**src/rtl/dacsw_pkg.sv**
```systemverilog
// Constants shared by both ends of the serial converter link
// Assumes one system clock at 250 MHz on each end
package dacsw_pkg;
  // ------------------------------------------------------------
  // Word layout
  // ------------------------------------------------------------
  localparam int DACSW_WORD_BITS = 16;
  localparam int DACSW_CODE_BITS = 10;
  localparam int DACSW_MODE_HI_POS = 13;
  localparam int DACSW_MODE_LO_POS = 12;
  localparam int DACSW_CODE_MSB_POS = 11;
  localparam int DACSW_CODE_LSB_POS = 2;
  localparam logic [9:0] DACSW_CODE_RESET = 10'h000;
  localparam logic [1:0] DACSW_MODE_RESET = 2'h0;
  // ------------------------------------------------------------
  // Power modes
  // ------------------------------------------------------------
  typedef enum logic [1:0] {
    DACSW_MODE_NORMAL = 2'h0,
    DACSW_MODE_PD_1K = 2'h1,
    DACSW_MODE_PD_100K = 2'h2,
    DACSW_MODE_PD_HIZ = 2'h3
  } dacsw_mode_type;
  // ------------------------------------------------------------
  // Link timing
  // ------------------------------------------------------------
  localparam int DACSW_SYS_CLK_MHZ = 250;
  localparam int DACSW_SCLK_HALF_NS = 24;
  localparam int DACSW_SCLK_HALF_CYC = (DACSW_SCLK_HALF_NS * DACSW_SYS_CLK_MHZ) / 1000;
  localparam int DACSW_SYNC_HIGH_NS = 20;
  localparam int DACSW_SYNC_HIGH_CYC =
    (DACSW_SYNC_HIGH_NS * DACSW_SYS_CLK_MHZ + 999) / 1000;
endpackage

```
**src/rtl/dacsw_link_if.sv**
```systemverilog
// Three wire write link between host and converter
// Assumes both ends share i_sys_clk in the bench
`timescale 1ns/10ps
interface dacsw_link_if;
  logic sync_n;
  logic sclk;
  logic sdata;
  modport host (output sync_n, output sclk, output sdata);
  modport dev (input sync_n, input sclk, input sdata);
endinterface

```
**src/rtl/dacsw_dev.sv**
```systemverilog
// Converter end: serial word receiver, code and power mode registers
// Assumes link pins are asynchronous to i_sys_clk
`timescale 1ns/10ps
module dacsw_dev
  import dacsw_pkg::*;
(
  // Clock and reset
  input wire logic i_sys_clk,
  input wire logic i_nrst,
  // Link
  dacsw_link_if.dev link,
  // Analog control
  output logic [9:0] o_dac_code,
  output logic [1:0] o_mode,
  output logic o_power_down,
  output logic o_pd_1k,
  output logic o_pd_100k,
  output logic o_pd_hiz,
  output logic o_update
);
  // ------------------------------------------------------------
  // Synchronisers
  // ------------------------------------------------------------
  // Pins are asynchronous to i_sys_clk, so each passes two flops first
  logic [2:0] pin_raw;
  logic [2:0] pin_sync;
  logic sync_n_q;
  logic sclk_q;
  logic sdata_q;
  logic sync_n_d;
  logic sclk_d;
  logic sync_fall;
  logic fall_sclk;
  logic frame_on;
  logic take_bit;
  logic last_bit;
  logic [4:0] bit_cnt;
  logic [15:0] shift;
  logic [15:0] next_shift;
  logic apply;
  logic [1:0] new_mode;
  logic [9:0] new_code;

  assign pin_raw = {link.sync_n, link.sclk, link.sdata};

  for (genvar p = 0; p < 3; p++)
  begin : g_pin_sync
    logic meta;
    logic held;
    always_ff @(posedge i_sys_clk)
    begin
      meta <= pin_raw[p];
      held <= meta;
    end
    assign pin_sync[p] = held;
  end

  assign sync_n_q = pin_sync[2];
  assign sclk_q = pin_sync[1];
  assign sdata_q = pin_sync[0];

  // ------------------------------------------------------------
  // Edge detection
  // ------------------------------------------------------------
  // Both start at the parked low level, so reset makes no false edge
  always_ff @(posedge i_sys_clk)
  begin
    if (!i_nrst)
    begin
      sync_n_d <= 1'b0;
    end
    else
    begin
      sync_n_d <= sync_n_q;
    end
  end

  always_ff @(posedge i_sys_clk)
  begin
    if (!i_nrst)
    begin
      sclk_d <= 1'b0;
    end
    else
    begin
      sclk_d <= sclk_q;
    end
  end

  assign sync_fall = sync_n_d & ~sync_n_q;
  assign fall_sclk = sclk_d & ~sclk_q;

  // ------------------------------------------------------------
  // Frame tracking
  // ------------------------------------------------------------
  // Frame opens only on a select fall, so a held-low select cannot rearm
  assign take_bit = frame_on & fall_sclk & ~sync_n_q & ~sync_n_d;
  assign last_bit = bit_cnt == 5'(DACSW_WORD_BITS - 1);
  // First bit in ends at the top of the word
  assign next_shift = {shift[14:0], sdata_q};

  always_ff @(posedge i_sys_clk)
  begin
    if (!i_nrst)
    begin
      frame_on <= 1'b0;
    end
    else if (sync_n_q)
    begin
      frame_on <= 1'b0;
    end
    else if (sync_fall)
    begin
      frame_on <= 1'b1;
    end
    else if (take_bit && last_bit)
    begin
      frame_on <= 1'b0;
    end
  end

  always_ff @(posedge i_sys_clk)
  begin
    if (!i_nrst)
    begin
      bit_cnt <= 5'h00;
    end
    else if (sync_n_q || sync_fall)
    begin
      bit_cnt <= 5'h00;
    end
    else if (take_bit)
    begin
      bit_cnt <= bit_cnt + 5'h01;
    end
  end

  always_ff @(posedge i_sys_clk)
  begin
    if (!i_nrst)
    begin
      shift <= 16'h0000;
    end
    else if (sync_n_q || sync_fall)
    begin
      shift <= 16'h0000;
    end
    else if (take_bit)
    begin
      shift <= next_shift;
    end
  end

  // ------------------------------------------------------------
  // Apply word
  // ------------------------------------------------------------
  // Bits 15,14 and 1,0 are dropped
  assign apply = take_bit & last_bit;
  assign new_mode = {next_shift[DACSW_MODE_HI_POS], next_shift[DACSW_MODE_LO_POS]};
  assign new_code = next_shift[DACSW_CODE_MSB_POS:DACSW_CODE_LSB_POS];

  always_ff @(posedge i_sys_clk)
  begin
    if (!i_nrst)
    begin
      o_update <= 1'b0;
    end
    else
    begin
      o_update <= apply;
    end
  end

  always_ff @(posedge i_sys_clk)
  begin
    if (!i_nrst)
    begin
      o_mode <= DACSW_MODE_RESET;
    end
    else if (apply)
    begin
      o_mode <= new_mode;
    end
  end

  // A power-down word keeps the code; only a normal-mode word loads its new code
  always_ff @(posedge i_sys_clk)
  begin
    if (!i_nrst)
    begin
      o_dac_code <= DACSW_CODE_RESET;
    end
    else if (apply && new_mode == DACSW_MODE_NORMAL)
    begin
      o_dac_code <= new_code;
    end
  end

  // ------------------------------------------------------------
  // Power-down decode
  // ------------------------------------------------------------
  // Shutdown and termination are levels held until the next valid word
  always_ff @(posedge i_sys_clk)
  begin
    if (!i_nrst)
    begin
      o_power_down <= 1'b0;
    end
    else if (apply)
    begin
      o_power_down <= new_mode != DACSW_MODE_NORMAL;
    end
  end

  always_ff @(posedge i_sys_clk)
  begin
    if (!i_nrst)
    begin
      o_pd_1k <= 1'b0;
      o_pd_100k <= 1'b0;
      o_pd_hiz <= 1'b0;
    end
    else if (apply)
    begin
      o_pd_1k <= new_mode == DACSW_MODE_PD_1K;
      o_pd_100k <= new_mode == DACSW_MODE_PD_100K;
      o_pd_hiz <= new_mode == DACSW_MODE_PD_HIZ;
    end
  end
endmodule

```
**src/flat_wrapper.sv**
```systemverilog
// flat-port wrapper written by rule: the top's interface ports become plain ports
module dacsw_dev_flat import dacsw_pkg::*;
  (i_sys_clk, i_nrst, o_dac_code, o_mode, o_power_down, o_pd_1k, o_pd_100k, o_pd_hiz, o_update, link_sync_n, link_sclk, link_sdata);
  dacsw_link_if link_i ();
  input wire logic i_sys_clk;
  input wire logic i_nrst;
  output logic [9:0] o_dac_code;
  output logic [1:0] o_mode;
  output logic o_power_down;
  output logic o_pd_1k;
  output logic o_pd_100k;
  output logic o_pd_hiz;
  output logic o_update;
  input wire logic [$bits(link_i.sync_n)-1:0] link_sync_n;
  input wire logic [$bits(link_i.sclk)-1:0] link_sclk;
  input wire logic [$bits(link_i.sdata)-1:0] link_sdata;
  assign link_i.sync_n = link_sync_n;
  assign link_i.sclk = link_sclk;
  assign link_i.sdata = link_sdata;
  dacsw_dev u_core (.i_sys_clk(i_sys_clk), .i_nrst(i_nrst), .link(link_i), .o_dac_code(o_dac_code), .o_mode(o_mode), .o_power_down(o_power_down), .o_pd_1k(o_pd_1k), .o_pd_100k(o_pd_100k), .o_pd_hiz(o_pd_hiz), .o_update(o_update));
endmodule
```
**config.mk**
```make
export PLATFORM = sky130hd
export DESIGN_NAME = dacsw_dev_flat
export DESIGN_NICKNAME = d
export VERILOG_FILES = /design/src/rtl/dacsw_pkg.sv /design/src/rtl/dacsw_link_if.sv /design/src/rtl/dacsw_dev.sv /design/src/flat_wrapper.sv
export SDC_FILE = /design/constraint.sdc
export NUM_CORES = 1
export LEC_CHECK = 0
export BUFFER_PORTS_ARGS = -buffer_cell sky130_fd_sc_hd__buf_2
export CAP_MARGIN = 20
export CORE_ASPECT_RATIO = 1.4
export CORE_MARGIN = 3
export CORE_UTILIZATION = 55
export DETAILED_ROUTE_END_ITERATION = 8
export PLACE_DENSITY = 0.78
export SETUP_SLACK_MARGIN = 0.2
export SLEW_MARGIN = 20
export SYNTH_ARGS = -nofsm -noshare
export SYNTH_HDL_FRONTEND = slang
export SYNTH_SLANG_ARGS = --single-unit
```
**constraint.sdc**
```tcl
create_clock -name i_sys_clk -period 2.1 [get_ports i_sys_clk]
set_input_delay 0.105 -clock i_sys_clk [delete_from_list [all_inputs] [get_ports i_sys_clk]]
set_output_delay 0.105 -clock i_sys_clk [all_outputs]
set_load 0.1 [all_outputs]
```
==> flow_summary.yaml, run 1 <==
run_status:
  status: "completed"
global_routing:
  first_global_vias: 1217
  grt.overflow.total: 0
  grt_max_degree: 36
  grt_antenna_before_repair: 0
  grt_first_pass_wirelength_um: 5100
  grt_util_all_layers_pct: 18.3
logic_synthesis:
  synth_nets: 170
  yosysSeqAreaShare_pct: 53.2
  ys_seq_elements: 44
  synth.area.top_cells: "dfxtp_1 53%, mux2i_1 16%, nand2_1 9.3%"
  yosysWarnings: 0
  ys_types: 31
  ys.flop_type: "dfxtp_1"
  syn_area_per_cell_um2: 10.2
  yosysTopAreaCellShare_pct: 53.2
  synth_top_cell_by_area: "dfxtp_1"
  synth_edf_count: 0
  syn_inst: 163
  netlist_area_um2: 1660
  ys_async_sr_fraction_pct: 0
routing:
  vias: 1222
  via_per_inst: 5.48
  drc: 0
  wl_per_cell_um: 13.6
  drtPass1Iterations: 4
  ant_nets: 0
  finalWirelength_um: 3030
  drt_iter0_markers: 43
placement:
  hpwl_um: 2120
  port_buffers: 21
  routabilityCongestion: 0.793
  place_area_um2: 1780
  preCtsSetupSlack_ns: -0.0100
sta:
  slew_violations: 0
  worst_slack_ns: 0.306
  fin_skew_ns: 0.00559
  rsz0062_at_grt: "no"
  worst_pin_slew_ns: 0.507
  setup_viol: 0
  slew_headroom_pct: 66.1
  max_freq_mhz: 557
  fin_crit_ns: 1.79
  tns_ns: 0
  worst_hold_slack_ns: 0.277
  fin_crit_sh_pct: 85.4
  hold_viol: 0
final_layout:
  finish.utilization_pct: 68.0
  n_fill_cell: 221
  fin_area_um2: 1870
  antenna_cells: 0
  multi_input_area_um2: 737
  regArea_um2: 881
  area_growth_pct: 13.1
  final_nets: 196
  drive_gt1_share_pct: 20.9
clocking:
  clk_path_buf_depth: 2
  numCtsBuffers: 5
  clkSlewWorstSetupHoldPaths_ns: 0.11
  cts_sinks: 44
  cts_root_buf: "clkbuf_4"
  cts_tree: "yes"
  insertion_delay_ns: 0.34
  htreeDepth: 2
worst_setup_path:
  r2r_cells: 6
  cpMostUsedCell: "ha_1"
  crit_family: "simple AND/OR/NAND/NOR gates"
  path_class: "flop to flop"
  worst_setup_path_end_kind: "flop"
  cp-start-kind: "flop"
  cp_num_buf_inv: 0
  worstPathMaxFanout: 6
  crit_path_top_delay_cell: "dfxtp_1"
  crit_cells: 6
  cp_cell_sequence: "ha_1 > and3_1 > ha_1 > and4b_2 > and3_2 > mux2i_1"
  critPathArrivalTime_ns: 2.07
  cp.required_ns: 2.38
  slowest_delay_ns: 0.38
power_and_ir_drop:
  leakage_nw: 0.742
  ir_worst_vdd_mv: 0.491
  powerDensity_nw_per_um2: 657
die:
  ioPinCount: 22
  die_w_um: 52.4
  rows: 22
  start_util_pct: 60.2
  core_um2: 2750
  chipHeight_um: 70.9
  die-area_um2: 3720
run:
  max-cap-violations: 0
hold_path:
  hold_class: "input port to flop"
  worstHoldPathCells: 4
[cells in the mapped netlist (all sizes together) (3+ instances only)]
| master | n |
|---|---|
| mux2i | 26 |
| nand3 | 3 |
| nor2 | 3 |
| inv | 4 |
| clkbuf | 4 |
| nand2 | 41 |
| and3 | 3 |
| buf | 5 |
| o21ai | 4 |
| and2 | 3 |
| nand4 | 3 |
| dfxtp | 44 |
[tightest hold or removal path, cell delays in order]
cell	delay [ns]
buf_2	0.10
buf_4	0.22
nand2_1	0.10
o21ai_1	0.05
[through the flow]
stage | power, mW | instances
finish | 1.23 | 223
global route | 1.28 | 223
CTS | 1.24 | 221
detailed placement | 0.903 | 213
global placement | 0.901 | 213
floorplan | 0.892 | 163
[registers in the layout, indices dropped and copies added, names as in the netlist]
signal / cells
u_core.bit_cnt: 5
u_core.frame_on: 1
u_core.g_pin_sync.held: 3
u_core.g_pin_sync.meta: 3
u_core.o_dac_code: 10
u_core.o_mode: 2
u_core.o_pd_100k: 1
u_core.o_pd_1k: 1
u_core.o_pd_hiz: 1
u_core.o_power_down: 1
u_core.o_update: 1
u_core.sclk_d: 1
u_core.shift: 13
u_core.sync_n_d: 1
[report_power, final]
group          total, mW  switching [mW]  leakage (nW)  internal, mW
clock              0.342           0.230        0.0230         0.112
combinational     0.0386          0.0237         0.362        0.0148
sequential         0.850         0.00743         0.357         0.843
total               1.23           0.261         0.742         0.970
[logic make-up (layout without fill, tap and decap cells)]
group / count (synthesis) / count (layout) / synth area share [%]
simple gates: 66 / 67 / 20.8
flops: 44 / 44 / 53.2
mux: 26 / 26 / 15.7
buf+inv: 13 / 36 / 3.85
compound gates: 12 / 12 / 4.91
fa+ha+maj: 2 / 2 / 1.51
[final timing paths]
| check | startpoint | to | slack, ns |
|---|---|---|---|
| worst max-delay path | u_core.bit_cnt[0] | u_core.o_dac_code[6] | 0.31 |
| worst min-delay path | i_nrst | u_core.o_mode[1] | 0.28 |
| worst max register to register | u_core.bit_cnt[0] | u_core.o_dac_code[6] | 0.31 |
| worst min register to register | u_core.g_pin_sync[0].meta | u_core.g_pin_sync[0].held | 0.34 |
[cell usage in the layout, fill, tap and decap left out, drive strengths merged]
cell type,instances
or4b,1
buf,24
nand3b,2
and2,3
nor2,3
o21ai,4
dfxtp,44
o41ai,1
nand3,3
mux2i,26
o211a,2
dlygate4sd3,3
nor3b,2
nand4b,1
and4b,1
nor4b,1
inv,4
nand2,41
ha,2
clkbuf,5
a31oi,1
and3,4
nand2b,1
and4,1
a21oi,2
o311ai,1
o21a,1
nand4,3
[layer usage]
layer | vias to the layer above | global-route usage (%) | wire length (µm) | share of wire [%]
met3 | 5 | 6.32 | 136 | 4.5
met5 | - | 0 | 0 | 0
li1 | 606 | - | - | -
met2 | 24 | 31.1 | 1620 | 54
met1 | 587 | 19.3 | 1210 | 40
met4 | 0 | 9.66 | 57 | 1.9
[cell type report]
cell class / count / share of cell area, %
Clock buffer: 5 / 2.00
Inverter: 4 / 0.802
Multi-Input combinational cell: 107 / 39.3
Sequential cell: 44 / 47.0
Tap cell: 36 / 2.40
Timing Repair Buffer: 27 / 8.42
[what timing repair did]
item	in CTS	in global routing
gates cloned	0	1
resized for setup	2	3
endpoints found under the setup margin	11	14
setup buffers	0	1
endpoints found under the hold margin	3	0
hold buffers	3	0
pin swaps	0	2
No activity file was read; power rests on OpenSTA's default activity.
==> run 2, diff against run 1 <==
==> constraint.sdc (replaced) <==
create_clock -name i_sys_clk -period 2.1 [get_ports i_sys_clk]
set_input_delay 0.63 -clock i_sys_clk [delete_from_list [all_inputs] [get_ports i_sys_clk]]
set_output_delay 0.63 -clock i_sys_clk [all_outputs]
set_load 0.1 [all_outputs]
==> run 2 against run 1 <==
Core utilization decreased by 0.091 points. Highest routed layer unchanged. Maximum frequency fell by 0.50%. Critical path depth is the same. First-iteration DRC count fell by 9.3%. Power increased by 13%. Global-route usage decreased by 0.061 points.
==> flow_summary.yaml, run 2 (synthesized netlist as in run 1, its figures left out) <==
placement:
  routabilityCongestion: 0.751
  preCtsSetupSlack_ns: -0.0543
  port_buffers: 21
  hpwl_um: 2080
  placedCellCount: 213
clocking:
  numCtsBuffers: 5
  cts_root_buf: "clkbuf_4"
  clk_path_buf_depth: 2
  cts_tree: "yes"
  clkSlewWorstSetupHoldPaths_ns: 0.12
  insertion_delay_ns: 0.36
  htreeDepth: 2
  cts_sinks: 44
routing:
  ant_nets: 0
  finalWirelength_um: 3020
  wl_met2_um: 1650
  wl_per_cell_um: 13.6
  dr.max_layer_used: "met4"
  drc: 0
  drt-met1-wl_um: 1240
  via_per_inst: 5.40
  drt_iter0_markers: 39
  vias: 1198
  wl_met3_um: 117
  drtPass1Iterations: 4
final_layout:
  final_common_cell: "dfxtp_1"
  area_growth_pct: 12.9
  antenna_cells: 0
  regArea_um2: 882
  drive_gt1_share_pct: 21.5
  multi_input_area_um2: 732
  final_nets: 192
  final_cell_mix: "43 x dfxtp_1, 41 x nand2_1, 26 x mux2i_1"
  finish.utilization_pct: 68.0
  stdcell_count: 222
  n_fill_cell: 242
  regMostFlops: "u_core.shift"
  largest_reg_flops: 13
  reg.largest.list: "u_core.shift (13), u_core.o_dac_code (10), u_core.bit_cnt (5)"
sta:
  slew_headroom_pct: 64.1
  setup_viol: 0
  hold_viol: 0
  rsz0062_at_grt: "no"
  worst_pin_slew_ns: 0.537
  slew_violations: 0
  fin_crit_sh_pct: 85.9
  fin_crit_ns: 1.80
  worst_slack_ns: 0.297
  max_freq_mhz: 555
  fin_skew_ns: 0.0154
  tns_ns: 0
hold_path:
  worstHoldPathCells: 0
  min_to: "u_core.g_pin_sync[0].held"
  hold_class: "flop to flop"
  hp-start: "u_core.g_pin_sync[0].meta"
global_routing:
  grt_util_all_layers_pct: 18.2
  grt.overflow.total: 0
  grt_antenna_before_repair: 0
  grt_first_pass_wirelength_um: 5100
  first_global_vias: 1185
  grt_max_degree: 36
die:
  die-area_um2: 3720
  ioPinCount: 22
  rows: 22
  core_um2: 2750
  chipHeight_um: 70.9
  start_util_pct: 60.2
  die_w_um: 52.4
worst_setup_path:
  r2r-start: "u_core.bit_cnt[1]"
  worst_setup_path_end_kind: "flop"
  cp.required_ns: 2.38
  critPathArrivalTime_ns: 2.09
  r2r_cells: 6
  r2r-end: "u_core.o_dac_code[5]"
  cp-start-kind: "flop"
  rrSetupSlack_ns: 0.30
  path_class: "flop to flop"
  worstPathMaxFanout: 7
run:
  max-cap-violations: 0
run_status:
  status: "completed"
power_and_ir_drop:
  leakage_nw: 0.742
  ir_worst_vdd_mv: 0.598
  powerDensity_nw_per_um2: 743
-- run 2: worst max path at each step --
stage / start / to / slack, ns / cells past startpoint
3_5_place_dp: u_core.bit_cnt[0] / u_core.o_dac_code[5] / -0.05 / 6
3_3_place_gp: u_core.bit_cnt[0] / u_core.o_dac_code[3] / 0.13 / 6
6_report: u_core.bit_cnt[1] / u_core.o_dac_code[5] / 0.30 / 6
5_1_grt: u_core.bit_cnt[1] / u_core.o_dac_code[6] / 0.18 / 6
2_1_floorplan: u_core.bit_cnt[0] / u_core.o_power_down / 0.36 / 7
4_1_cts: u_core.bit_cnt[0] / u_core.o_dac_code[5] / 0.22 / 6
-- run 2: where the power goes --
group | switching [mW] | internal (mW)
clock network | 0.255 | 0.250
logic | 0.0232 | 0.0111
registers | 0.00726 | 0.843
total | 0.285 | 1.10
-- run 2: cell type report --
class | instances | area share (%)
clock inverter | 2 | 1.87
inverter | 4 | 0.803
sequential | 44 | 47.2
timing repair buffer | 23 | 6.42
multi-input combinational | 107 | 39.1
clock buffer | 6 | 2.21
tap | 36 | 2.41
-- run 2: stage by stage --
| step | power, mW | instance area [µm²] | hold slack, ns |
|---|---|---|---|
| 4_1_cts | 1.41 | 1860 | 0.342 |
| 5_1_grt | 1.45 | 1870 | 0.345 |
| 6_report | 1.39 | 1870 | 0.338 |
| 3_3_place_gp | 0.901 | 1780 | 0.312 |
| 3_5_place_dp | 0.903 | 1780 | 0.314 |
| 2_1_floorplan | 0.892 | 1660 | 0.310 |
-- run 2: worst max-delay path: stages (launching register included) --
cell and delay (ns):
dfxtp_1 0.37, ha_1 0.20, and3_1 0.17, ha_1 0.17, and4b_2 0.33, and3_4 0.29
mux2i_1 0.22
-- run 2: routing by layer --
layer / vias up / global-route usage, %
met1: 571 / 19.6
met4: 0 / 8.81
li1: 603 / -
met2: 22 / 30.9
met3: 2 / 6.32
met5: - / 0
-- run 2: repair_timing --
action	4_1_cts	5_1_grt
hold buffers	0	0
buffers inserted	0	0
gates cloned	0	1
gates resized for setup	2	3
endpoints found under the setup margin	11	13
pin swaps	0	2
==> run 3, diff against run 2 <==
--- a/config.mk
+++ b/config.mk
@@ -11,7 +11,7 @@
 export CORE_MARGIN = 3
 export CORE_UTILIZATION = 55
 export DETAILED_ROUTE_END_ITERATION = 8
-export PLACE_DENSITY = 0.78
+export PLACE_DENSITY_LB_ADDON = 0.12
 export SETUP_SLACK_MARGIN = 0.2
 export SLEW_MARGIN = 20
 export SYNTH_ARGS = -nofsm -noshare
==> run 3 against run 2 <==
Design area grew 1.0%. Setup slack gained 0.010 ns. Via count shrank 1.3%. Hold slack gained 0.0013 ns. Final cell count is the same. Register-to-register slack is essentially flat. Largest cell class unchanged. Highest routed layer unchanged.
==> flow_summary.yaml, run 3 (synthesized netlist as in run 1, its figures left out) <==
placement:
  port_buffers: 21
  routabilityCongestion: 0.739
  hpwl_um: 1840
worst_setup_path:
  crit_path_top_delay_cell: "dfxtp_2"
  slowest_delay_ns: 0.35
  path_class: "flop to flop"
  r2r_cells: 6
  cp-start-kind: "flop"
  rrSetupSlack_ns: 0.31
  r2r-end: "u_core.o_power_down"
  r2r-start: "u_core.bit_cnt[0]"
  cp_cell_sequence: "ha_1 > and3_1 > ha_1 > and4b_2 > and3_2 > nor3b_1"
  critPathArrivalTime_ns: 2.07
  cpMostUsedCell: "ha_1"
  cp.required_ns: 2.38
  worst_setup_path_end_kind: "flop"
  worstPathMaxFanout: 7
final_layout:
  drive_gt1_share_pct: 22.0
  antenna_cells: 0
  final_common_cell: "dfxtp_1"
  largest_reg_flops: 13
  area_growth_pct: 14.0
  final_nets: 192
  regArea_um2: 882
  reg.largest.list: "u_core.shift (13), u_core.o_dac_code (10), u_core.bit_cnt (5)"
  multi_input_area_um2: 732
  finish.utilization_pct: 68.6
  n_fill_cell: 232
  regMostFlops: "u_core.shift"
  final_cell_mix: "43 x dfxtp_1, 41 x nand2_1, 26 x mux2i_1"
clocking:
  cts_setup_buffers: 0
  htreeDepth: 2
  cts_root_buf: "clkbuf_4"
  cts_sinks: 44
  clkSlewWorstSetupHoldPaths_ns: 0.12
  clk_path_buf_depth: 2
  hold_buffers: 0
  insertion_delay_ns: 0.35
  cts_tree: "yes"
  numCtsBuffers: 5
sta:
  worst_pin_slew_ns: 0.524
  tns_ns: 0
  max_freq_mhz: 558
  fin_crit_sh_pct: 85.4
  rsz0062_at_grt: "no"
  slew_violations: 0
  slew_headroom_pct: 65.0
  hold_viol: 0
  setup_viol: 0
  fin_crit_ns: 1.79
  fin_skew_ns: 0.00970
die:
  core_um2: 2750
  chipHeight_um: 70.9
  rows: 22
  start_util_pct: 60.2
  ioPinCount: 22
  die-area_um2: 3720
  die_w_um: 52.4
routing:
  drt_iter0_markers: 19
  ant_nets: 0
  wl_per_cell_um: 12.3
  finalWirelength_um: 2730
  vias: 1183
  drtPass1Iterations: 4
  drc: 0
  via_per_inst: 5.33
hold_path:
  worstHoldPathCells: 0
  min_to: "u_core.g_pin_sync[0].held"
  hp-start: "u_core.g_pin_sync[0].meta"
  hold_class: "flop to flop"
power_and_ir_drop:
  total_power_mw: 1.46
  leakage_nw: 0.752
  ir_worst_vdd_mv: 0.859
  powerDensity_nw_per_um2: 772
global_routing:
  grt_util_all_layers_pct: 17.2
  grt.overflow.total: 0
  grt_antenna_before_repair: 0
  grt_first_pass_wirelength_um: 4820
  grt_max_degree: 36
  first_global_vias: 1128
run_status:
  status: "completed"
run:
  max-cap-violations: 0
-- run 3: layout make-up --
type,count,share of cell area [%]
clock buffer,7,3.44
tap,36,2.38
timing repair buffer,23,6.36
sequential,44,46.7
inverter,4,0.795
clock inverter,1,1.59
multi-input combinational,107,38.7
-- run 3: stage by stage --
stage,hold slack (ns),worst slack (ns),cells,area (µm²)
2_1_floorplan,0.310,0.361,163,1660
3_3_place_gp,0.310,0.131,213,1780
3_5_place_dp,0.312,0.0169,213,1780
4_1_cts,0.341,0.256,221,1880
5_1_grt,0.349,0.228,222,1890
6_report,0.339,0.307,222,1890
-- run 3: worst max-delay path by stage --
| stage | start | endpoint | slack (ns) | cells past startpoint |
|---|---|---|---|---|
| final | u_core.bit_cnt[0] | u_core.o_power_down | 0.31 | 6 |
| after global routing | u_core.bit_cnt[1] | u_core.o_dac_code[1] | 0.23 | 6 |
| after CTS | u_core.bit_cnt[0] | u_core.o_dac_code[6] | 0.26 | 6 |
| after detailed placement | u_core.bit_cnt[0] | u_core.o_dac_code[4] | 0.02 | 6 |
| after global placement | u_core.bit_cnt[0] | u_core.o_dac_code[2] | 0.13 | 6 |
| after floorplan | u_core.bit_cnt[0] | u_core.o_power_down | 0.36 | 7 |
-- run 3: routing by layer --
| metal | wire length, µm | GRT usage [%] | part of all wire, % |
|---|---|---|---|
| met1 | 1180 | 19.8 | 43 |
| met2 | 1370 | 28.6 | 50 |
| met3 | 125 | 4.42 | 4.6 |
| met4 | 56 | 8.52 | 2.0 |
| met5 | 0 | 0 | 0 |
-- run 3: power by group --
group	switching, mW	internal (mW)	leakage, nW
Clock	0.257	0.316	0.0515
Sequential	0.00714	0.843	0.358
Combinational	0.0230	0.0111	0.343
-- run 3: worst max-delay path: cells and delay by family (launching register included) --
| kind | cells | cell delay [ns] |
|---|---|---|
| flops | 1 | 0.35 |
| fa+ha+maj | 2 | 0.42 |
| simple gates | 4 | 0.96 |
-- run 3: timing repair --
item	CTS	global route
gates cloned	0	1
pin swaps	0	2
endpoints found under the setup margin	11	13
hold endpoints to repair	0	0
gates resized for setup	2	3
